## config.mk

```make
export PLATFORM = sky130hd
export DESIGN_NAME = system_clock_source_select
export DESIGN_NICKNAME = d
export VERILOG_FILES = /design/src/hdl/clk_src_pkg.sv /design/src/hdl/edge_monitor.sv /design/src/hdl/system_clock_source_select.sv
export SDC_FILE = /design/constraint.sdc
export NUM_CORES = 1
export LEC_CHECK = 0
export BUFFER_PORTS_ARGS = -buffer_cell sky130_fd_sc_hd__buf_2
export CORE_ASPECT_RATIO = 0.7
export CORE_UTILIZATION = 30
export CTS_BUF_LIST = sky130_fd_sc_hd__clkbuf_4
export CTS_CLUSTER_DIAMETER = 80
export DETAILED_ROUTE_END_ITERATION = 10
export PLACE_DENSITY = 0.43
export SETUP_SLACK_MARGIN = 0.1
export SYNTH_ARGS = -nofsm -noshare
export SYNTH_HDL_FRONTEND = slang
export SYNTH_SLANG_ARGS = --single-unit
```

## constraint.sdc

```tcl
create_clock -name clk -period 3.5 [get_ports clk]
set_clock_uncertainty 0.05 [all_clocks]
set_input_delay 0.7 -clock clk [delete_from_list [all_inputs] [get_ports clk]]
set_output_delay 0.7 -clock clk [all_outputs]
set_load 0.005 [all_outputs]
```

## src/hdl/clk_src_pkg.sv

```systemverilog
// Purpose: Shared constants, types and decode helpers for the system clock source selector.
// Assumes: One 100 MHz logic clock; oscillators are seen as one-cycle tick enables.
// Notes:   Register map and status layout are used by the block and by its bench.
package clk_src_pkg;

	localparam int ADDR_W = 4;
	localparam int DATA_W = 8;

	localparam logic [3:0] REG_CTRL     = 4'h0;
	localparam logic [3:0] REG_STATUS   = 4'h1;
	localparam logic [3:0] REG_INT_STAT = 4'h2;
	localparam logic [3:0] REG_INT_MASK = 4'h3;

	localparam int CTRL_SCS_LSB = 0;
	localparam int CTRL_IFS_LSB = 2;
	localparam logic [1:0] SCS_RESET = 2'h0;
	localparam logic [3:0] IFS_RESET = 4'h7;
	localparam logic [1:0] SCS_PRIMARY   = 2'h0;
	localparam logic [1:0] SCS_SECONDARY = 2'h1;
	localparam int SCS_INTERNAL_BIT = 1;

	localparam int ST_SRC_LSB  = 0;
	localparam int ST_OST_DONE = 2;
	localparam int ST_HF_READY = 3;
	localparam int ST_PRI_RUN  = 4;
	localparam int ST_SEC_RUN  = 5;
	localparam int ST_FAIL     = 6;
	localparam int ST_CPU_RUN  = 7;

	localparam int INT_W      = 3;
	localparam int INT_FAIL   = 0;
	localparam int INT_OST    = 1;
	localparam int INT_SWITCH = 2;

	typedef enum logic [2:0] {
		LOW_GAIN_CRYSTAL_MODE  = 3'h0,
		MID_GAIN_CRYSTAL_MODE  = 3'h1,
		HIGH_GAIN_CRYSTAL_MODE = 3'h2,
		EXT_RC_MODE            = 3'h3,
		INTERNAL_OSC_MODE      = 3'h4,
		EXT_CLK_LOW_POWER      = 3'h5,
		EXT_CLK_MID_POWER      = 3'h6,
		EXT_CLK_HIGH_POWER     = 3'h7
	} osc_mode_t;

	typedef enum logic [1:0] {
		SRC_HOLD      = 2'h0,
		SRC_PRIMARY   = 2'h1,
		SRC_SECONDARY = 2'h2,
		SRC_INTERNAL  = 2'h3
	} src_t;

	typedef enum logic [1:0] {
		GAIN_OFF  = 2'h0,
		GAIN_LOW  = 2'h1,
		GAIN_MID  = 2'h2,
		GAIN_HIGH = 2'h3
	} gain_t;

	localparam longint CLK_HZ        = 100_000_000;
	localparam longint HF_HZ         = 16_000_000;
	localparam longint LF_HZ         = 31_000;
	localparam int     CLK_PERIOD_NS = 10;
	localparam int     HF_START_NS   = 5000;
	localparam int     HF_DIV        = int'(CLK_HZ / HF_HZ);
	localparam int     LF_DIV        = int'(CLK_HZ / LF_HZ);
	localparam int     HF_START_CYC  = (HF_START_NS + CLK_PERIOD_NS - 1) / CLK_PERIOD_NS;
	localparam int     STARTUP_DIV   = 8;
	localparam int     OST_CYCLES    = 1024;
	localparam int     FAIL_LF_TICKS = 4;
	localparam int     POST_W        = 9;
	localparam logic [3:0] SHIFT_LF  = 4'hF;

	function automatic logic is_crystal(input osc_mode_t m);
		return (m == LOW_GAIN_CRYSTAL_MODE) || (m == MID_GAIN_CRYSTAL_MODE) ||
			(m == HIGH_GAIN_CRYSTAL_MODE);
	endfunction

	function automatic logic is_external(input osc_mode_t m);
		return m != INTERNAL_OSC_MODE;
	endfunction

	// Postscaler shift for each internal frequency code; SHIFT_LF picks the 31 kHz source.
	function automatic logic [3:0] ifs_shift(input logic [3:0] code);
		unique case (code)
			4'hF: return 4'h0;
			4'hE: return 4'h1;
			4'hD: return 4'h2;
			4'hC: return 4'h3;
			4'hB: return 4'h4;
			4'hA, 4'h7: return 4'h5;
			4'h9, 4'h6: return 4'h6;
			4'h8, 4'h5: return 4'h7;
			4'h4: return 4'h8;
			4'h3, 4'h2: return 4'h9;
			4'h1, 4'h0: return SHIFT_LF;
		endcase
	endfunction

endpackage

```

## src/hdl/edge_monitor.sv

```systemverilog
// Purpose: Synchronise an oscillator pin, give one pulse per rising edge, and flag activity.
// Assumes: Pin toggles well below half of clk; the activity window counts slow ticks.
// Notes:   Running drops once LIMIT slow ticks pass without an edge.
module edge_monitor #(
	parameter int LIMIT = 4
) (
	input  wire logic clk,        // Logic clock.
	input  wire logic rst_n,      // Synchronous reset, active low.
	input  wire logic pin,        // Asynchronous oscillator pin.
	input  wire logic lf_tick,    // Slow timebase enable.
	output logic      edge_pulse, // One cycle per rising pin edge.
	output logic      running     // Edge seen inside the window.
);
	localparam int CW = $clog2(LIMIT + 1);

	logic          sync_a;
	logic          sync_b;
	logic          last;
	logic [CW-1:0] idle;
	logic [CW-1:0] next_idle;

	assign edge_pulse = sync_b && !last;
	assign running    = idle != CW'(LIMIT);

	always_comb begin
		next_idle = idle;
		if (edge_pulse) begin
			next_idle = '0;
		end else if (lf_tick && running) begin
			next_idle = idle + 1'b1;
		end
	end

	always_ff @(posedge clk) begin
		if (!rst_n) begin
			sync_a <= 1'b0;
			sync_b <= 1'b0;
			last   <= 1'b0;
			idle   <= CW'(LIMIT);
		end else begin
			sync_a <= pin;
			sync_b <= sync_a;
			last   <= sync_b;
			idle   <= next_idle;
		end
	end

endmodule // edge_monitor

```

## src/hdl/system_clock_source_select.sv

```systemverilog
// Purpose: Pick, start and supervise the system clock source and hand it out as a tick.
// Assumes: Configuration bits are stable inputs from non-volatile storage on clk.
// Notes:   The system clock is a one-cycle enable, so stopping a source simply freezes state.
//
// The address-and-strobe port and the register offsets are this design's own decisions.
module system_clock_source_select #(
	parameter int HF_DIVIDE    = clk_src_pkg::HF_DIV,
	parameter int LF_DIVIDE    = clk_src_pkg::LF_DIV,
	parameter int START_DIVIDE = clk_src_pkg::STARTUP_DIV,
	parameter int HF_START     = clk_src_pkg::HF_START_CYC,
	parameter int OST_COUNT    = clk_src_pkg::OST_CYCLES,
	parameter int FAIL_TICKS   = clk_src_pkg::FAIL_LF_TICKS
) (
	input  wire logic                       clk,                   // 100 MHz logic clock.
	input  wire logic                       rst_n,                 // Synchronous reset, low.
	input  wire logic [2:0]                 osc_mode_select,       // Config: power-up mode.
	input  wire logic                       failsafe_enable,       // Config: monitor on.
	input  wire logic                       two_speed_enable,      // Config: two-speed start.
	input  wire logic                       clock_output_enable_n, // Config: low routes clock.
	input  wire logic                       power_up_delay_done,   // Power-up delay expired.
	input  wire logic                       wake_pulse,            // Wake from Sleep, one cycle.
	input  wire logic                       primary_osc_in,        // Primary oscillator pin.
	input  wire logic                       secondary_osc_in,      // Secondary oscillator pin.
	input  wire logic                       primary_osc_out_in,    // Second pin, input level.
	output logic                            primary_osc_out_out,   // Second pin, drive level.
	output logic                            primary_osc_out_oe_n,  // Second pin, low drives.
	input  wire logic                       gpio_out_data,         // Port logic drive level.
	input  wire logic                       gpio_oe_n,             // Port logic enable, low.
	output logic                            gpio_in_data,          // Synchronised pin level.
	input  wire logic [clk_src_pkg::ADDR_W-1:0] addr,              // Register address.
	input  wire logic [clk_src_pkg::DATA_W-1:0] wdata,             // Register write data.
	input  wire logic                       wr_en,                 // Write strobe.
	input  wire logic                       rd_en,                 // Read strobe.
	output logic [clk_src_pkg::DATA_W-1:0]  rdata,                 // Read data, next cycle.
	output logic                            sys_clk_tick,          // System clock enable.
	output logic                            cpu_run,               // Execution allowed.
	output logic [1:0]                      amp_gain,              // Crystal amplifier gain.
	output logic [1:0]                      ext_grade,             // External clock grade.
	output logic                            failsafe_flag,         // Clock failure latched.
	output logic [1:0]                      active_source,         // Source now in use.
	output logic                            irq                    // Interrupt, high level.
);
	import clk_src_pkg::*;

	localparam int HF_W   = $clog2(HF_DIVIDE + 1);
	localparam int LF_W   = $clog2(LF_DIVIDE + 1);
	localparam int ST_W   = $clog2(START_DIVIDE + 1);
	localparam int HS_W   = $clog2(HF_START + 1);
	localparam int OST_W  = $clog2(OST_COUNT + 1);

	function automatic logic tick_of(input src_t s, input logic p, input logic q,
			input logic i);
		unique case (s)
			SRC_HOLD:      return 1'b0;
			SRC_PRIMARY:   return p;
			SRC_SECONDARY: return q;
			SRC_INTERNAL:  return i;
		endcase
	endfunction

	osc_mode_t mode;
	assign mode = osc_mode_t'(osc_mode_select);

	logic pri_edge;
	logic pri_run;
	logic sec_edge;
	logic sec_run;
	logic lf_tick;

	edge_monitor #(.LIMIT(FAIL_TICKS)) u_primary (
		.clk        (clk),
		.rst_n      (rst_n),
		.pin        (primary_osc_in),
		.lf_tick    (lf_tick),
		.edge_pulse (pri_edge),
		.running    (pri_run)
	);

	edge_monitor #(.LIMIT(FAIL_TICKS)) u_secondary (
		.clk        (clk),
		.rst_n      (rst_n),
		.pin        (secondary_osc_in),
		.lf_tick    (lf_tick),
		.edge_pulse (sec_edge),
		.running    (sec_run)
	);

	// Internal oscillators and postscaler.
	logic [HF_W-1:0]   hf_cnt;
	logic [HF_W-1:0]   next_hf_cnt;
	logic [LF_W-1:0]   lf_cnt;
	logic [LF_W-1:0]   next_lf_cnt;
	logic [ST_W-1:0]   st_cnt;
	logic [ST_W-1:0]   next_st_cnt;
	logic [HS_W-1:0]   hs_cnt;
	logic [HS_W-1:0]   next_hs_cnt;
	logic [POST_W-1:0] post_cnt;
	logic [POST_W-1:0] next_post_cnt;
	logic [POST_W-1:0] post_mask;
	logic [3:0]        shift;
	logic              hf_ready;
	logic              hf_tick;
	logic              st_tick;
	logic              int_tick;
	logic [1:0]        scs;
	logic [3:0]        ifs;

	assign hf_tick  = hf_cnt == HF_W'(HF_DIVIDE - 1);
	assign lf_tick  = lf_cnt == LF_W'(LF_DIVIDE - 1);
	assign st_tick  = st_cnt == ST_W'(START_DIVIDE - 1);
	assign hf_ready = hs_cnt == HS_W'(HF_START);
	assign shift     = ifs_shift(ifs);
	assign post_mask = POST_W'((10'h001 << shift) - 10'h001);

	always_comb begin
		next_hf_cnt   = hf_tick ? '0 : hf_cnt + 1'b1;
		next_lf_cnt   = lf_tick ? '0 : lf_cnt + 1'b1;
		next_st_cnt   = st_tick ? '0 : st_cnt + 1'b1;
		next_hs_cnt   = hf_ready ? hs_cnt : hs_cnt + 1'b1;
		next_post_cnt = (hf_tick && hf_ready) ? post_cnt + 1'b1 : post_cnt;
		if (shift == SHIFT_LF) begin
			int_tick = lf_tick;
		end else if (hf_ready) begin
			int_tick = hf_tick && ((post_cnt & post_mask) == post_mask);
		end else begin
			int_tick = st_tick;
		end
	end

	always_ff @(posedge clk) begin
		if (!rst_n) begin
			hf_cnt   <= '0;
			lf_cnt   <= '0;
			st_cnt   <= '0;
			hs_cnt   <= '0;
			post_cnt <= '0;
		end else begin
			hf_cnt   <= next_hf_cnt;
			lf_cnt   <= next_lf_cnt;
			st_cnt   <= next_st_cnt;
			hs_cnt   <= next_hs_cnt;
			post_cnt <= next_post_cnt;
		end
	end

	// Start-up counter, restarted by power-up delay expiry or wake.
	logic [OST_W-1:0] ost_cnt;
	logic [OST_W-1:0] next_ost_cnt;
	logic             ost_done;
	logic             next_ost_done;
	logic             pwr_q;
	logic             ost_ready;
	logic             ost_evt;

	assign ost_ready = ost_done || !is_crystal(mode);

	always_comb begin
		next_ost_cnt  = ost_cnt;
		next_ost_done = ost_done;
		if (wake_pulse || (power_up_delay_done && !pwr_q)) begin
			next_ost_cnt  = '0;
			next_ost_done = 1'b0;
		end else if (!ost_done && pri_edge && is_crystal(mode)) begin
			next_ost_cnt  = ost_cnt + 1'b1;
			next_ost_done = ost_cnt == OST_W'(OST_COUNT - 1);
		end
		ost_evt = next_ost_done && !ost_done;
	end

	always_ff @(posedge clk) begin
		if (!rst_n) begin
			ost_cnt  <= '0;
			ost_done <= 1'b0;
			pwr_q    <= 1'b0;
		end else begin
			ost_cnt  <= next_ost_cnt;
			ost_done <= next_ost_done;
			pwr_q    <= power_up_delay_done;
		end
	end

	// Source selection and failure monitor.
	src_t cur_src;
	src_t next_src;
	src_t wanted;
	logic next_fail;
	logic fail_det;
	logic fail_evt;
	logic switch_evt;
	logic wr_ctrl;
	logic next_tick;

	assign wr_ctrl = wr_en && (addr == REG_CTRL);
	assign fail_det = failsafe_enable && is_external(mode) && !pri_run;
	assign fail_evt = fail_det && !failsafe_flag;

	always_comb begin
		// Set wins over the software clear.
		next_fail = fail_det ? 1'b1 : (wr_ctrl ? 1'b0 : failsafe_flag);
		if (failsafe_flag) begin
			wanted = SRC_INTERNAL;
		end else if (scs[SCS_INTERNAL_BIT]) begin
			wanted = SRC_INTERNAL;
		end else if (scs == SCS_SECONDARY) begin
			wanted = sec_run ? SRC_SECONDARY : cur_src;
		end else if (mode == INTERNAL_OSC_MODE) begin
			wanted = SRC_INTERNAL;
		end else if (ost_ready) begin
			wanted = SRC_PRIMARY;
		end else if (two_speed_enable || failsafe_enable) begin
			wanted = SRC_INTERNAL;
		end else begin
			wanted = SRC_HOLD;
		end
		next_src = cur_src;
		if (wanted != cur_src) begin
			if (wanted == SRC_HOLD || tick_of(wanted, pri_edge, sec_edge, int_tick)) begin
				next_src = wanted;
			end
		end
		switch_evt = next_src != cur_src;
		next_tick  = tick_of(cur_src, pri_edge, sec_edge, int_tick);
	end

	always_ff @(posedge clk) begin
		if (!rst_n) begin
			cur_src       <= SRC_HOLD;
			failsafe_flag <= 1'b0;
			sys_clk_tick  <= 1'b0;
			cpu_run       <= 1'b0;
		end else begin
			cur_src       <= next_src;
			failsafe_flag <= next_fail;
			sys_clk_tick  <= next_tick;
			cpu_run       <= next_src != SRC_HOLD;
		end
	end

	assign active_source = cur_src;

	// Register file and interrupt.
	logic [INT_W-1:0]  int_stat;
	logic [INT_W-1:0]  next_int_stat;
	logic [INT_W-1:0]  int_mask;
	logic [INT_W-1:0]  next_int_mask;
	logic [INT_W-1:0]  events;
	logic [1:0]        next_scs;
	logic [3:0]        next_ifs;
	logic [DATA_W-1:0] status;
	logic [DATA_W-1:0] next_rdata;

	always_comb begin
		events             = '0;
		events[INT_FAIL]   = fail_evt;
		events[INT_OST]    = ost_evt;
		events[INT_SWITCH] = switch_evt;
		next_scs      = wr_ctrl ? wdata[CTRL_SCS_LSB +: 2] : scs;
		next_ifs      = wr_ctrl ? wdata[CTRL_IFS_LSB +: 4] : ifs;
		next_int_mask = (wr_en && addr == REG_INT_MASK) ? wdata[INT_W-1:0] : int_mask;
		next_int_stat = int_stat;
		if (wr_en && addr == REG_INT_STAT) begin
			next_int_stat = int_stat & ~wdata[INT_W-1:0];
		end
		next_int_stat = next_int_stat | events;
		status                       = '0;
		status[ST_SRC_LSB +: 2]      = cur_src;
		status[ST_OST_DONE]          = ost_done;
		status[ST_HF_READY]          = hf_ready;
		status[ST_PRI_RUN]           = pri_run;
		status[ST_SEC_RUN]           = sec_run;
		status[ST_FAIL]              = failsafe_flag;
		status[ST_CPU_RUN]           = cpu_run;
		next_rdata = '0;
		if (rd_en) begin
			unique case (addr)
				REG_CTRL: begin
					next_rdata[CTRL_SCS_LSB +: 2] = scs;
					next_rdata[CTRL_IFS_LSB +: 4] = ifs;
				end
				REG_STATUS:   next_rdata = status;
				REG_INT_STAT: next_rdata[INT_W-1:0] = int_stat;
				REG_INT_MASK: next_rdata[INT_W-1:0] = int_mask;
				default:      next_rdata = '0;
			endcase
		end
	end

	always_ff @(posedge clk) begin
		if (!rst_n) begin
			scs      <= SCS_RESET;
			ifs      <= IFS_RESET;
			int_stat <= '0;
			int_mask <= '0;
			rdata    <= '0;
			irq      <= 1'b0;
		end else begin
			scs      <= next_scs;
			ifs      <= next_ifs;
			int_stat <= next_int_stat;
			int_mask <= next_int_mask;
			rdata    <= next_rdata;
			irq      <= |(next_int_stat & next_int_mask);
		end
	end

	// Pins and analogue controls.
	logic       gp_a;
	logic       clock_output_pin;
	logic       next_clock_output_pin;
	logic       next_pin_out;
	logic       next_pin_oe_n;
	logic [1:0] next_gain;
	logic [1:0] next_grade;

	always_comb begin
		next_clock_output_pin = sys_clk_tick ? !clock_output_pin : clock_output_pin;
		unique case (mode)
			LOW_GAIN_CRYSTAL_MODE:  next_gain = GAIN_LOW;
			// Mid gain up to 4 MHz.
			MID_GAIN_CRYSTAL_MODE:  next_gain = GAIN_MID;
			HIGH_GAIN_CRYSTAL_MODE: next_gain = GAIN_HIGH;
			default:                next_gain = GAIN_OFF;
		endcase
		unique case (mode)
			EXT_CLK_LOW_POWER:  next_grade = GAIN_LOW;
			EXT_CLK_MID_POWER:  next_grade = GAIN_MID;
			EXT_CLK_HIGH_POWER: next_grade = GAIN_HIGH;
			default:            next_grade = GAIN_OFF;
		endcase
		if (is_crystal(mode)) begin
			next_pin_out  = 1'b0;
			next_pin_oe_n = 1'b1;
		end else if (!clock_output_enable_n) begin
			next_pin_out  = next_clock_output_pin;
			next_pin_oe_n = 1'b0;
		end else begin
			next_pin_out  = gpio_out_data;
			next_pin_oe_n = gpio_oe_n;
		end
	end

	always_ff @(posedge clk) begin
		if (!rst_n) begin
			gp_a                 <= 1'b0;
			gpio_in_data         <= 1'b0;
			clock_output_pin               <= 1'b0;
			primary_osc_out_out  <= 1'b0;
			primary_osc_out_oe_n <= 1'b1;
			amp_gain             <= GAIN_OFF;
			ext_grade            <= GAIN_OFF;
		end else begin
			gp_a                 <= primary_osc_out_in;
			gpio_in_data         <= gp_a;
			clock_output_pin               <= next_clock_output_pin;
			primary_osc_out_out  <= next_pin_out;
			primary_osc_out_oe_n <= next_pin_oe_n;
			amp_gain             <= next_gain;
			ext_grade            <= next_grade;
		end
	end

endmodule // system_clock_source_select

```

# ---- Word-level counts from Yosys, hierarchy flattened
# Memories as Yosys holds them, arrays and structs flattened. A register that Yosys moved wholly into a read port is not among the register bits.
# Cells that the tools add are included.
dict set report word_totals {
  register_bits 97
  latchBits 0
  mem_bits_rw 0
  rom_bits 64
  wordCells 162
  memories 1
}
dict set report op_classes {
  add_sub_neg 9
  multipliers 0
  div_mod_pow 0
  n_lt_le_gt_ge 0
  n_eq_ne 28
  shift 1
  n_mux 33
  bitwise 6
  n_reduce_logical 48
}
# name depth word_bits rd rd_clocked_by_memory_dff wr line
set mem_list {}
lappend mem_list {{(name not given)} 16 4 1 1 0 clk_src_pkg.sv:85} ;# unique case (code)
# op count
set op_table {}
lappend op_table {{adder 9 x 1 -> 9 bit, second input constant} 2}
lappend op_table {{2-to-1 mux 2 bit} 9}
lappend op_table {{2-to-1 mux 3 bit} 6}
lappend op_table {{logical AND 1 bit} 16}
lappend op_table {{equality test 3 bit, second input constant} 5}
lappend op_table {{OR reduction 2 bit} 7}
lappend op_table {{adder 12 x 1 -> 12 bit, second input constant} 1}
lappend op_table {{equality test 12 bit, second input constant} 1}
lappend op_table {{case mux 2 bit (3 select lines)} 2}
lappend op_table {{case mux 3 bit (4 select lines)} 1}
lappend op_table {{adder 11 x 1 -> 11 bit, second input constant} 1}
lappend op_table {{equality test 11 x 10 -> 1 bit, second input constant} 1}
lappend op_table {{2-to-1 mux 1 bit} 10}
lappend op_table {{adder 3 x 1 -> 3 bit, second input constant} 3}
lappend op_table {{AND 9 bit} 1}
lappend op_table {{equality test 9 bit} 1}
lappend op_table {{equality test 9 bit, second input constant} 1}
lappend op_table {{!= test 3 bit, second input constant} 3}
lappend op_table {{<< shifter 1 x 4 -> 9 bit, first input constant} 1}
lappend op_table {{subtractor 9 x 1 -> 9 bit, second input constant} 1}
lappend op_table {{equality test 2 bit, second input constant} 4}
lappend op_table {{equality test 4 x 2 -> 1 bit, second input constant} 2}
lappend op_table {{zero test 1 bit} 8}
lappend op_table {{2-to-1 mux 4 bit} 2}
lappend op_table {{22 further kinds} 36}

# ---- Logic depth before layout (Yosys ltp)
# Gate-level depths: netlist (run 1).
dict set report logic_depth {
  word_depth 20
  ltp_mapped 11
}

# ---- Modules after synthesis
# Synthesis (run 1) repeated with hierarchy kept, for this count alone.
dict set report hier_totals {
  cells_unflattened 524
  hier_area_um2 4668.2
}
# mod instances cells_per_inst area_per_inst_um2 seq_area_each_um2
set by_module_without_submodules {}
lappend by_module_without_submodules {system_clock_source_select 1 474 4170.2 1781.7}
lappend by_module_without_submodules {edge_monitor 2 25 249.0 120.1}

# ---- Worst setup path before layout (run 1)
# OpenSTA, ideal clock, no wires.
dict set report synth_path {
  kind {flip-flop to flip-flop}
  startpoint {reg shift[1] (netlist name)}
  endpoint {reg irq}
  setup_time_ns 0.132
  arrival_ns 2.438
  t_required_ns 3.318
  path_slack_ns 0.881
  path_stages_with_launch 12
  synth_period_minus_slack_ns 2.619
  cell_sequence {dfxtp_1 > clkbuf_1 > nor4_1 > inv_1 > ha_1 > clkbuf_1 > or3_1 > a211oi_1 > nor4_1 > o2111a_1 > nor4_2 > o311ai_2}
}
dict set report synth_via {
  elab_chain_len 16
}
# item line
set synth_rtl {}
lappend synth_rtl {{<< shifter 1 x 4 -> 9 bit} system_clock_source_select.sv:113} ;# assign post_mask = POST_W'((10'h001 << shift) - 10'h001);
lappend synth_rtl {{subtractor 9 x 1 -> 9 bit} system_clock_source_select.sv:113}
lappend synth_rtl {{AND 9 bit} system_clock_source_select.sv:124} ;# int_tick = hf_tick && ((post_cnt & post_mask) == post_mask);
lappend synth_rtl {{equality test 9 bit} system_clock_source_select.sv:124}
lappend synth_rtl {{logical AND 1 bit} system_clock_source_select.sv:124}
lappend synth_rtl {{2-to-1 mux 1 bit} system_clock_source_select.sv:123} ;# end else if (hf_ready) begin
lappend synth_rtl {{2-to-1 mux 1 bit *} system_clock_source_select.sv:121} ;# if (shift == SHIFT_LF) begin
lappend synth_rtl {{case mux 1 bit (4 select lines) *} system_clock_source_select.sv:53} ;# unique case (s)
lappend synth_rtl {{2-to-1 mux 1 bit *} system_clock_source_select.sv:216} ;# if (wanted != cur_src) begin
lappend synth_rtl {{logical OR 1 bit *} system_clock_source_select.sv:217} ;# if (wanted == SRC_HOLD || tick_of(wanted, pri_edge, sec_edge, int_tick)) begin
lappend synth_rtl {{2-to-1 mux 2 bit *} system_clock_source_select.sv:217}
lappend synth_rtl {{2-to-1 mux 2 bit *} system_clock_source_select.sv:216}
lappend synth_rtl {{!= test 2 bit *} system_clock_source_select.sv:221} ;# switch_evt = next_src != cur_src;
lappend synth_rtl {{bitwise OR 3 bit *} system_clock_source_select.sv:264} ;# next_int_stat = next_int_stat | events;
lappend synth_rtl {{AND 3 bit *} system_clock_source_select.sv:302} ;# irq <= |(next_int_stat & next_int_mask);
lappend synth_rtl {{OR reduction 3 bit *} system_clock_source_select.sv:302}
lappend synth_rtl {{end signal: assignment} system_clock_source_select.sv:302}
lappend synth_rtl {{end: declaration} system_clock_source_select.sv:41} ;# output logic irq
# Mark *: on every way between the ends. The rest lies on a longest branch, timed or not. The select of a mux whose other input is x is not followed.
# A chain may end at the register's enable or synchronous reset.

# ---- Worst setup path in the final report (run 1)
dict set report layout_path {
  startpoint {reg shift[1] (netlist name)}
  endpoint {reg cpu_run}
}
dict set report layout_via {
  elab_chain_len 13
}
# item line
set layout_rtl {}
lappend layout_rtl {{<< shifter 1 x 4 -> 9 bit} system_clock_source_select.sv:113}
lappend layout_rtl {{subtractor 9 x 1 -> 9 bit} system_clock_source_select.sv:113}
lappend layout_rtl {{AND 9 bit} system_clock_source_select.sv:124}
lappend layout_rtl {{equality test 9 bit} system_clock_source_select.sv:124}
lappend layout_rtl {{logical AND 1 bit} system_clock_source_select.sv:124}
lappend layout_rtl {{2-to-1 mux 1 bit} system_clock_source_select.sv:123}
lappend layout_rtl {{2-to-1 mux 1 bit *} system_clock_source_select.sv:121}
lappend layout_rtl {{case mux 1 bit (4 select lines) *} system_clock_source_select.sv:53}
lappend layout_rtl {{2-to-1 mux 1 bit *} system_clock_source_select.sv:216}
lappend layout_rtl {{logical OR 1 bit *} system_clock_source_select.sv:217}
lappend layout_rtl {{2-to-1 mux 2 bit *} system_clock_source_select.sv:217}
lappend layout_rtl {{2-to-1 mux 2 bit *} system_clock_source_select.sv:216}
lappend layout_rtl {{nonzero test 2 bit *} system_clock_source_select.sv:235} ;# cpu_run <= next_src != SRC_HOLD;
lappend layout_rtl {{end signal: assignment} system_clock_source_select.sv:230} ;# cpu_run <= 1'b0;
lappend layout_rtl {{end signal: assignment} system_clock_source_select.sv:235}
lappend layout_rtl {{end: declaration} system_clock_source_select.sv:36} ;# output logic cpu_run,
# Marks and branches as above.

==> results of run 1 <==
[state kept, by name, summed over array words and instances (netlist names), 2 cells and up]
signal and count:
scs 2, active_source 2, u_secondary.idle 3, lf_cnt 12
shift 4, ifs 4, u_primary.idle 3, st_cnt 4
ext_grade 2, ost_cnt 11, rdata 8, hf_cnt 3
hs_cnt 9, int_mask 3, post_cnt 9, amp_gain 2
int_stat 3
[cells in the mapped netlist (all sizes together) (3+ instances only)]
cell,instances
and2b,3
or2,5
or3,7
nor4,6
and3,15
nand4,13
a21oi,17
nor2,52
inv,19
nor3,8
o21a,4
nand3,18
nor3b,3
xor2,16
nor2b,18
nand2b,5
a21boi,4
dfxtp,101
mux2i,15
a311oi,3
xnor2,19
nand2,45
ha,16
clkbuf,14
o21ai,18
a21o,4
buf,5
and2,24
a211oi,4
and4,3
[routing by layer]
metal / vias up / part of all wire (%) / GRT usage (%)
met2: 59 / 39 / 19.26
met4: 0 / 0.46 / 3.247
met5: - / 0 / 0
met1: 1691 / 57 / 19.98
met3: 2 / 3.4 / 3.341
li1: 1897 / - / -
[through the flow]
stage	cells	power, W	util, %	worst slack, ns	hold slack (ns)
5_1_grt	771	0.002190	34.44	0.2534	0.3396
4_1_cts	769	0.002121	34.41	0.5968	0.3358
6_report	771	0.002080	34.44	0.5804	0.3749
3_3_place_gp	753	0.001388	33.32	0.6709	0.3689
3_5_place_dp	753	0.001393	33.32	0.6088	0.3708
2_1_floorplan	522	0.001333	-	0.8807	0.3619
[logic make-up (layout without fill, tap and decap cells)]
family	after synthesis	after routing
fa+ha+maj	16	16
simple gates	236	236
xor+xnor	35	35
flops	101	101
other cells	0	2
mux	19	19
compound gates	77	77
buf+inv	38	85
[where the power goes]
| part | switching (W) | internal (W) | total [W] |
|---|---|---|---|
| combinational | 0.0000908 | 0.0000736 | 0.000164 |
| clock | 0.000409 | 0.000305 | 0.000714 |
| sequential | 0.0000236 | 0.00118 | 0.00120 |
| total | 0.000523 | 0.00156 | 0.00208 |
[cell type report]
class	instances	area share [%]
multi-input cells	383	48.02
flip-flops and latches	101	37.87
repair buffers	50	4.828
well taps	200	4.687
clock inverters	6	1.758
clock buffers	10	1.406
inverters	19	1.336
diodes	2	0.09374
[final timing paths]
path,startpoint,end,slack (ns),cells after the start
worst max register to register,shift[1],cpu_run,0.58,9
worst max-delay path,shift[1],cpu_run,0.58,9
worst min register to register,u_primary.sync_a,u_primary.sync_b,0.40,1
worst min-delay path,gpio_oe_n,primary_osc_out_oe_n,0.37,2
[worst max-delay path: stages, from the launching register on]
cell	delay (ns)
dfxtp_1	0.46
nor4_1	0.38
inv_1	0.08
ha_1	0.33
or3_1	0.34
a211oi_1	0.27
nor4_1	0.11
o2111a_1	0.19
o21ai_0	0.34
a41oi_1	0.22
[layout by cell type, fill, tap and decap left out, drive strengths merged, types with 15 or more instances in the layout]
| cell | Yosys | routed |
|---|---|---|
| and3 | 15 | 15 |
| nand3 | 18 | 18 |
| xor2 | 16 | 16 |
| inv | 19 | 21 |
| mux2i | 15 | 15 |
| dfxtp | 101 | 101 |
| nor2 | 52 | 52 |
| a21oi | 17 | 17 |
| xnor2 | 19 | 19 |
| o21ai | 18 | 18 |
| and2 | 24 | 24 |
| buf | 5 | 50 |
| ha | 16 | 16 |
| nand2 | 45 | 45 |
| nor2b | 18 | 18 |
==> impl_metrics.tcl, run 1 <==
set metrics [dict create \
    status "complete, but fails checks" \
    violations "design-rule violations" \
    syn2layout_area_growth_pct 12.32 \
    die_y_um 107.3 \
    tritoncts "done" \
    avgViaCountPerCell 4.733 \
    route.detailed.drc 5 \
    worstMarginPinSlew_ns 0.5769 \
    start_kind "register" \
    ant_nets 0 \
    syn_inst 522 \
    wirelength_mm 10.52 \
    maxCapViolCount 0 \
    cp.arrival_ns 3.17 \
    multi_input_area_um2 2564 \
    dieArea_um2 16360 \
    async_reset_ff_share_pct 0 \
    cts_hold_buffers 0 \
    yosysUniqueCellTypes 70 \
    cp.required_ns 3.75 \
    synth_top_flop_cell "dfxtp_1" \
    die_w_um 152.5 \
    irDropWorstVdd_uv 142.7 \
    drtIter0Drc 191 \
    clockRootBuffer "clkbuf_4" \
    io_pins 50 \
    cts-resized-gates 0 \
    slew_viol_final 0 \
    dr_total_vias 3649 \
    core-area_um2 15500 \
    fin_nets 609 \
    synthesis.area_um2 4753 \
    post_cts_buffers 0 \
    max_slew_margin_pct 61.54 \
    fillers 1620 \
    wl_per_cell_um 13.65 \
    synth-xor-area-share_pct 6.449 \
    synth_compound_area_share_pct 11.90 \
    p_leak_nw 2.154 \
    yosysWarnings 0 \
    rsz0062_at_grt "false" \
    final-setup-viol-count 0 \
    crit_fanout 12 \
    start_util_pct 30.67 \
    endpoint_kind "register" \
    yosys.area_share.simple_pct 26.80 \
    drive_gt1_share_pct 16.70 \
    grt-ovfl-total 0 \
    period_needed_ns 2.920 \
    port-buffer-count 47 \
    clk_pin_slew_ns 0.17 \
    hold_path_class "in -> reg" \
    finalSetupTns_ns 0 \
    synth_mux_area_share_pct 4.580 \
    grt_pass1_wl_mm 17.39 \
    syn_area_per_cell_um2 9.106 \
    critPathKind "reg -> reg" \
    synth_fa_ha_area_share_pct 4.212 \
    cts.path.max_buffers 2 \
    grt_usage_pct 13.48 \
    dpl_cell_area_um2 5165 \
    insertion_delay_ns 0.46 \
    cts_buffers 9 \
    dr.pass1.iters 7 \
    grt_max_degree 28 \
    place_congestion 0.7771 \
    postSynthNetCount 567 \
    num_rows 38 \
    ys_ff_latch 101 \
    synth_area_leaders "dfxtp_1 43%, ha_1 4.2%, nor2_1 4.1%" \
    dp_hpwl_mm 7.738 \
    max_freq_mhz 342.5 \
    fin_crit_sh_pct 83.42 \
    regArea_um2 2022 \
    pwr_density_cell_nw_per_um2 389.6 \
    synth_top_family_by_area "simple AND/OR/NAND/NOR gates" \
    cts_sinks 101 \
    antenna_found_initial 1 \
    yosysSeqAreaShare_pct 42.54 \
    synth.largest_area_cell "dfxtp_1" \
    yosys.area.top_type_share_pct 42.54 \
    synth-edff-count 0 \
    htreeDepth 3 \
    hold_violations 0 \
    grt_pass1_vias 3434 \
    final_area_um2 5339 \
]
Power figures use the tool's default switching activity.
==> run 2, diff against run 1 <==
clock period = 2.8 ns   (was 3.5 ns; I/O delays follow)
==> impl_metrics.tcl, run 2 (same netlist as run 1, synthesis figures left out) <==
set metrics [dict create \
    use_met2_pct 19.82 \
    htreeDepth 3 \
    min_from "gpio_oe_n" \
    insertion_delay_ns 0.46 \
    gr-usage-met1_pct 19.77 \
    maxCapViolCount 0 \
    clk_pin_slew_ns 0.17 \
    start_kind "register" \
    num_rows 38 \
    worstMarginPinSlew_ns 0.5652 \
    cts_hold_buffers 0 \
    placedCellCount 761 \
    irDropWorstVdd_uv 179.3 \
    dieArea_um2 16360 \
    final-setup-viol-count 0 \
    avgViaCountPerCell 4.778 \
    fin_nets 617 \
    antenna_found_initial 1 \
    core-area_um2 15500 \
    timing.rr.start "shift[3]" \
    top_register "lf_cnt" \
    startpoint "shift[3]" \
    p_leak_nw 2.185 \
    r2r_cells 10 \
    fin_crit_sh_pct 91.46 \
    grt_pass1_vias 3570 \
    top_regs "lf_cnt x12, ost_cnt x11" \
    period_needed_ns 2.561 \
    crit_fanout 12 \
    port-buffer-count 47 \
    violations "design-rule violations" \
    hold_violations 0 \
    final_common_cell "dfxtp_1" \
    hold_depth 2 \
    cp.required_ns 3.11 \
    grt_usage_pct 13.55 \
    pwr_density_cell_nw_per_um2 465.5 \
    layout_common_cells "101 x dfxtp_1, 52 x nor2_1, 47 x buf_2, 45 x nand2_1, 22 x and2_1" \
    swShare_pct 26.49 \
    fin_cells 779 \
    pre_cts_slack_ns 0.1896 \
    p_int_w 0.001846 \
    grt_max_degree 49 \
    rsz0062_at_grt "false" \
    p_seq_share_pct 59.8 \
    syn2layout_area_growth_pct 13.48 \
    combPwrFrac_pct 8.4 \
    die_y_um 107.3 \
    p_clk_share_pct 31.8 \
    hold_path_class "in -> reg" \
    largest_reg_flops 12 \
    use_met3_pct 3.221 \
    cts_buffers 9 \
    grt_pass1_wl_mm 17.67 \
    tritoncts "done" \
    endpoint_kind "register" \
    fin_ws_ns 0.2392 \
    place_congestion 0.8063 \
    dp_hpwl_mm 7.705 \
    clockRootBuffer "clkbuf_4" \
    post_cts_buffers 0 \
    start_util_pct 30.67 \
    route.detailed.drc 5 \
    switching_power_w 0.0006652 \
    cts.path.max_buffers 2 \
    io_pins 50 \
    wl_per_cell_um 13.47 \
    hold_end "primary_osc_out_oe_n" \
    cp.arrival_ns 2.87 \
    grt-ovfl-total 0 \
    total_power_w 0.002511 \
    die_w_um 152.5 \
    drtIter0Drc 113 \
    rrSetupSlack_ns 0.24 \
    wirelength_mm 10.50 \
    gr-max-usage-layer "met2" \
    ant_nets 0 \
    timing.rr.end "sys_clk_tick" \
    fin_util_pct 34.80 \
    dr.pass1.iters 8 \
    max_slew_margin_pct 62.03 \
    critPathKind "reg -> reg" \
    slew_viol_final 0 \
    dr_total_vias 3722 \
    status "complete, but fails checks" \
    drive_gt1_share_pct 17.85 \
    cts_sinks 101 \
    max_freq_mhz 390.5 \
    finalSetupTns_ns 0 \
]
==> run 2: what timing repair did <==
| action | 4_1_cts | 5_1_grt |
|---|---|---|
| setup endpoints to repair | 0 | 6 |
| gates resized for setup | 0 | 4 |
| hold endpoints to repair | 0 | 0 |
==> run 2: worst max path at each step <==
stage | endpoint | slack, ns
after global placement | cpu_run | 0.13
after detailed placement | cpu_run | 0.19
after global routing | sys_clk_tick | 0.11
after CTS | cpu_run | 0.15
final | sys_clk_tick | 0.24
after floorplan | irq | 0.18
==> run 2: power groups by stage <==
| stage | clock network (W) | logic, W | registers (W) |
|---|---|---|---|
| 3_3_place_gp | 0 | 0.000208 | 0.00153 |
| 5_1_grt | 0.000898 | 0.000240 | 0.00151 |
| 4_1_cts | 0.000843 | 0.000213 | 0.00150 |
| 2_1_floorplan | 0 | 0.000143 | 0.00152 |
| 6_report | 0.000799 | 0.000211 | 0.00150 |
| 3_5_place_dp | 0 | 0.000211 | 0.00153 |
==> run 2: worst max-delay path: stages (launching register included) <==
cell and delay, ns:
dfxtp_1 0.38, buf_4 0.18, nor3_1 0.17, nand2_1 0.08, ha_1 0.26, or3_1 0.33, a211oi_1 0.24, nor4_1 0.10
o2111a_1 0.19, o311a_1 0.31, o21a_1 0.17
==> run 2: final cells by class <==
cell class              instances  area (µm²)
diodes                          2       5.005
well taps                     200       250.2
flip-flops and latches        101        2022
clock buffers                   9       67.56
multi-input cells             383        2587
clock inverters                 7       72.57
fillers                      1638       10110
inverters                      19       71.32
repair buffers                 58       317.8
==> run 2: stage by stage <==
stage | area [µm²] | hold slack [ns]
global placement | 5225 | 0.3718
floorplan | 4753 | 0.3619
global route | 5394 | 0.2028
CTS | 5365 | 0.1926
finish | 5394 | 0.2388
detailed placement | 5225 | 0.3699
==> run 2: layer usage <==
layer | wire (µm) | vias up
met2 | 4160 | 84
li1 | - | 1912
met4 | 107 | 0
met5 | 0 | -
met1 | 5749 | 1718
met3 | 480 | 8
==> run 3, diff against run 2 <==
CORE_MARGIN = 2   (was not set)
==> impl_metrics.tcl, run 3 (same netlist as run 1, synthesis figures left out) <==
set metrics [dict create \
    status "completed" \
    timing.rr.start "shift[0]" \
    syn2layout_area_growth_pct 13.90 \
    dieArea_um2 16880 \
    cts_hold_buffers 0 \
    largest_reg_flops 12 \
    avgViaCountPerCell 4.707 \
    io_pins 50 \
    top_regs "lf_cnt x12, ost_cnt x11" \
    port-buffer-count 47 \
    critPathKind "reg -> reg" \
    hold_violations 0 \
    fin_ws_ns 0.2666 \
    grt_max_degree 36 \
    pre_cts_slack_ns 0.1952 \
    slew_viol_final 0 \
    rrSetupSlack_ns 0.27 \
    dr_total_vias 3667 \
    fin_nets 618 \
    die_y_um 109.3 \
    pwr_density_cell_nw_per_um2 478.6 \
    finalSetupTns_ns 0 \
    cts_buffers 9 \
    fin_util_pct 34.93 \
    grt-ovfl-total 0 \
    dp_hpwl_mm 7.727 \
    worstMarginPinSlew_ns 0.5429 \
    final_common_cell "dfxtp_1" \
    period_needed_ns 2.533 \
    antenna_found_initial 1 \
    num_rows 38 \
    grt_pass1_vias 3379 \
    post_cts_buffers 0 \
    route.detailed.drc 0 \
    final-setup-viol-count 0 \
    r2r_cells 9 \
    clk_pin_slew_ns 0.16 \
    hold_path_class "in -> reg" \
    cp.required_ns 3.11 \
    tritoncts "done" \
    insertion_delay_ns 0.45 \
    p_leak_nw 2.196 \
    drive_gt1_share_pct 17.99 \
    core-area_um2 15500 \
    dr.pass1.iters 4 \
    max_freq_mhz 394.7 \
    wirelength_mm 10.56 \
    ant_nets 0 \
    hold_depth 2 \
    startpoint "shift[0]" \
    max_slew_margin_pct 63.81 \
    cts-resized-gates 0 \
    crit_fanout 3 \
    grt_usage_pct 12.87 \
    fin_crit_sh_pct 90.48 \
    cp.arrival_ns 2.84 \
    layout_common_cells "101 x dfxtp_1, 52 x nor2_1, 47 x buf_2, 45 x nand2_1, 22 x and2_1" \
    die_w_um 154.5 \
    maxCapViolCount 0 \
    irDropWorstVdd_uv 229.5 \
    min_from "gpio_oe_n" \
    clockRootBuffer "clkbuf_4" \
    wl_per_cell_um 13.55 \
    htreeDepth 3 \
    total_power_w 0.002591 \
    start_kind "register" \
    grt_pass1_wl_mm 17.09 \
    place_congestion 0.7559 \
    drtIter0Drc 258 \
    cts_sinks 101 \
    top_register "lf_cnt" \
    start_util_pct 30.67 \
    rsz0062_at_grt "false" \
    cts.path.max_buffers 2 \
    endpoint_kind "register" \
]
==> run 3: cell count changes in the layout (fill, tap and decap cells not counted) <==
cell / previous run / this run
nor4_4: 2 / 1
clkinv_2: 1 / 0
bufinv_16: 1 / 2
clkinv_4: 1 / 0
buf_4: 11 / 12
clkinvlp_4: 1 / 2
nor4_2: 0 / 1
diode_2: 2 / 1
==> run 3: report_power, final <==
group / leakage, nW / total (W) / internal, W / switching (W)
registers: 0.820 / 0.00150 / 0.00147 / 0.0000276
clock network: 0.0806 / 0.000878 / 0.000366 / 0.000512
logic: 1.30 / 0.000213 / 0.0000956 / 0.000117
total: 2.20 / 0.00259 / 0.00193 / 0.000657
==> run 3: cell type report <==
class / count / area [µm²]
Multi-Input combinational cell: 383 / 2579
Fill cell: 1589 / 10090
Sequential cell: 101 / 2022
Inverter: 19 / 71.32
Antenna cell: 1 / 2.502
Clock buffer: 9 / 67.56
Timing Repair Buffer: 59 / 325.3
Clock inverter: 7 / 96.34
Tap cell: 200 / 250.2
==> run 3: final timing paths <==
kind / end
setup reg to reg: sys_clk_tick
hold / removal: primary_osc_out_oe_n
hold reg to reg: u_primary.sync_b
setup / recovery: sys_clk_tick
==> run 3: through the flow <==
step	cells	hold slack [ns]	cell area, µm²
floorplan	522	0.3619	4753
global placement	762	0.3707	5233
detailed placement	762	0.3729	5233
CTS	778	0.2101	5396
global route	779	0.1980	5414
finish	779	0.2543	5414
==> run 3: metal layers <==
metal  up-vias  GRT usage, %  share of wire [%]
met5         -             0                  0
met4         0         3.770                  0
met3         0         3.311                4.1
met2        62         18.27                 41
met1      1689         19.05                 55
li1       1916             -                  -
==> run 3: worst max-delay path: stages, from the launching register on <==
cell      delay, ns
dfxtp_1        0.36
nor4_2         0.36
inv_1          0.08
ha_1           0.23
or3_1          0.31
a211oi_1       0.27
nor4_1         0.10
o2111a_1       0.19
o311a_1        0.31
o21a_1         0.18
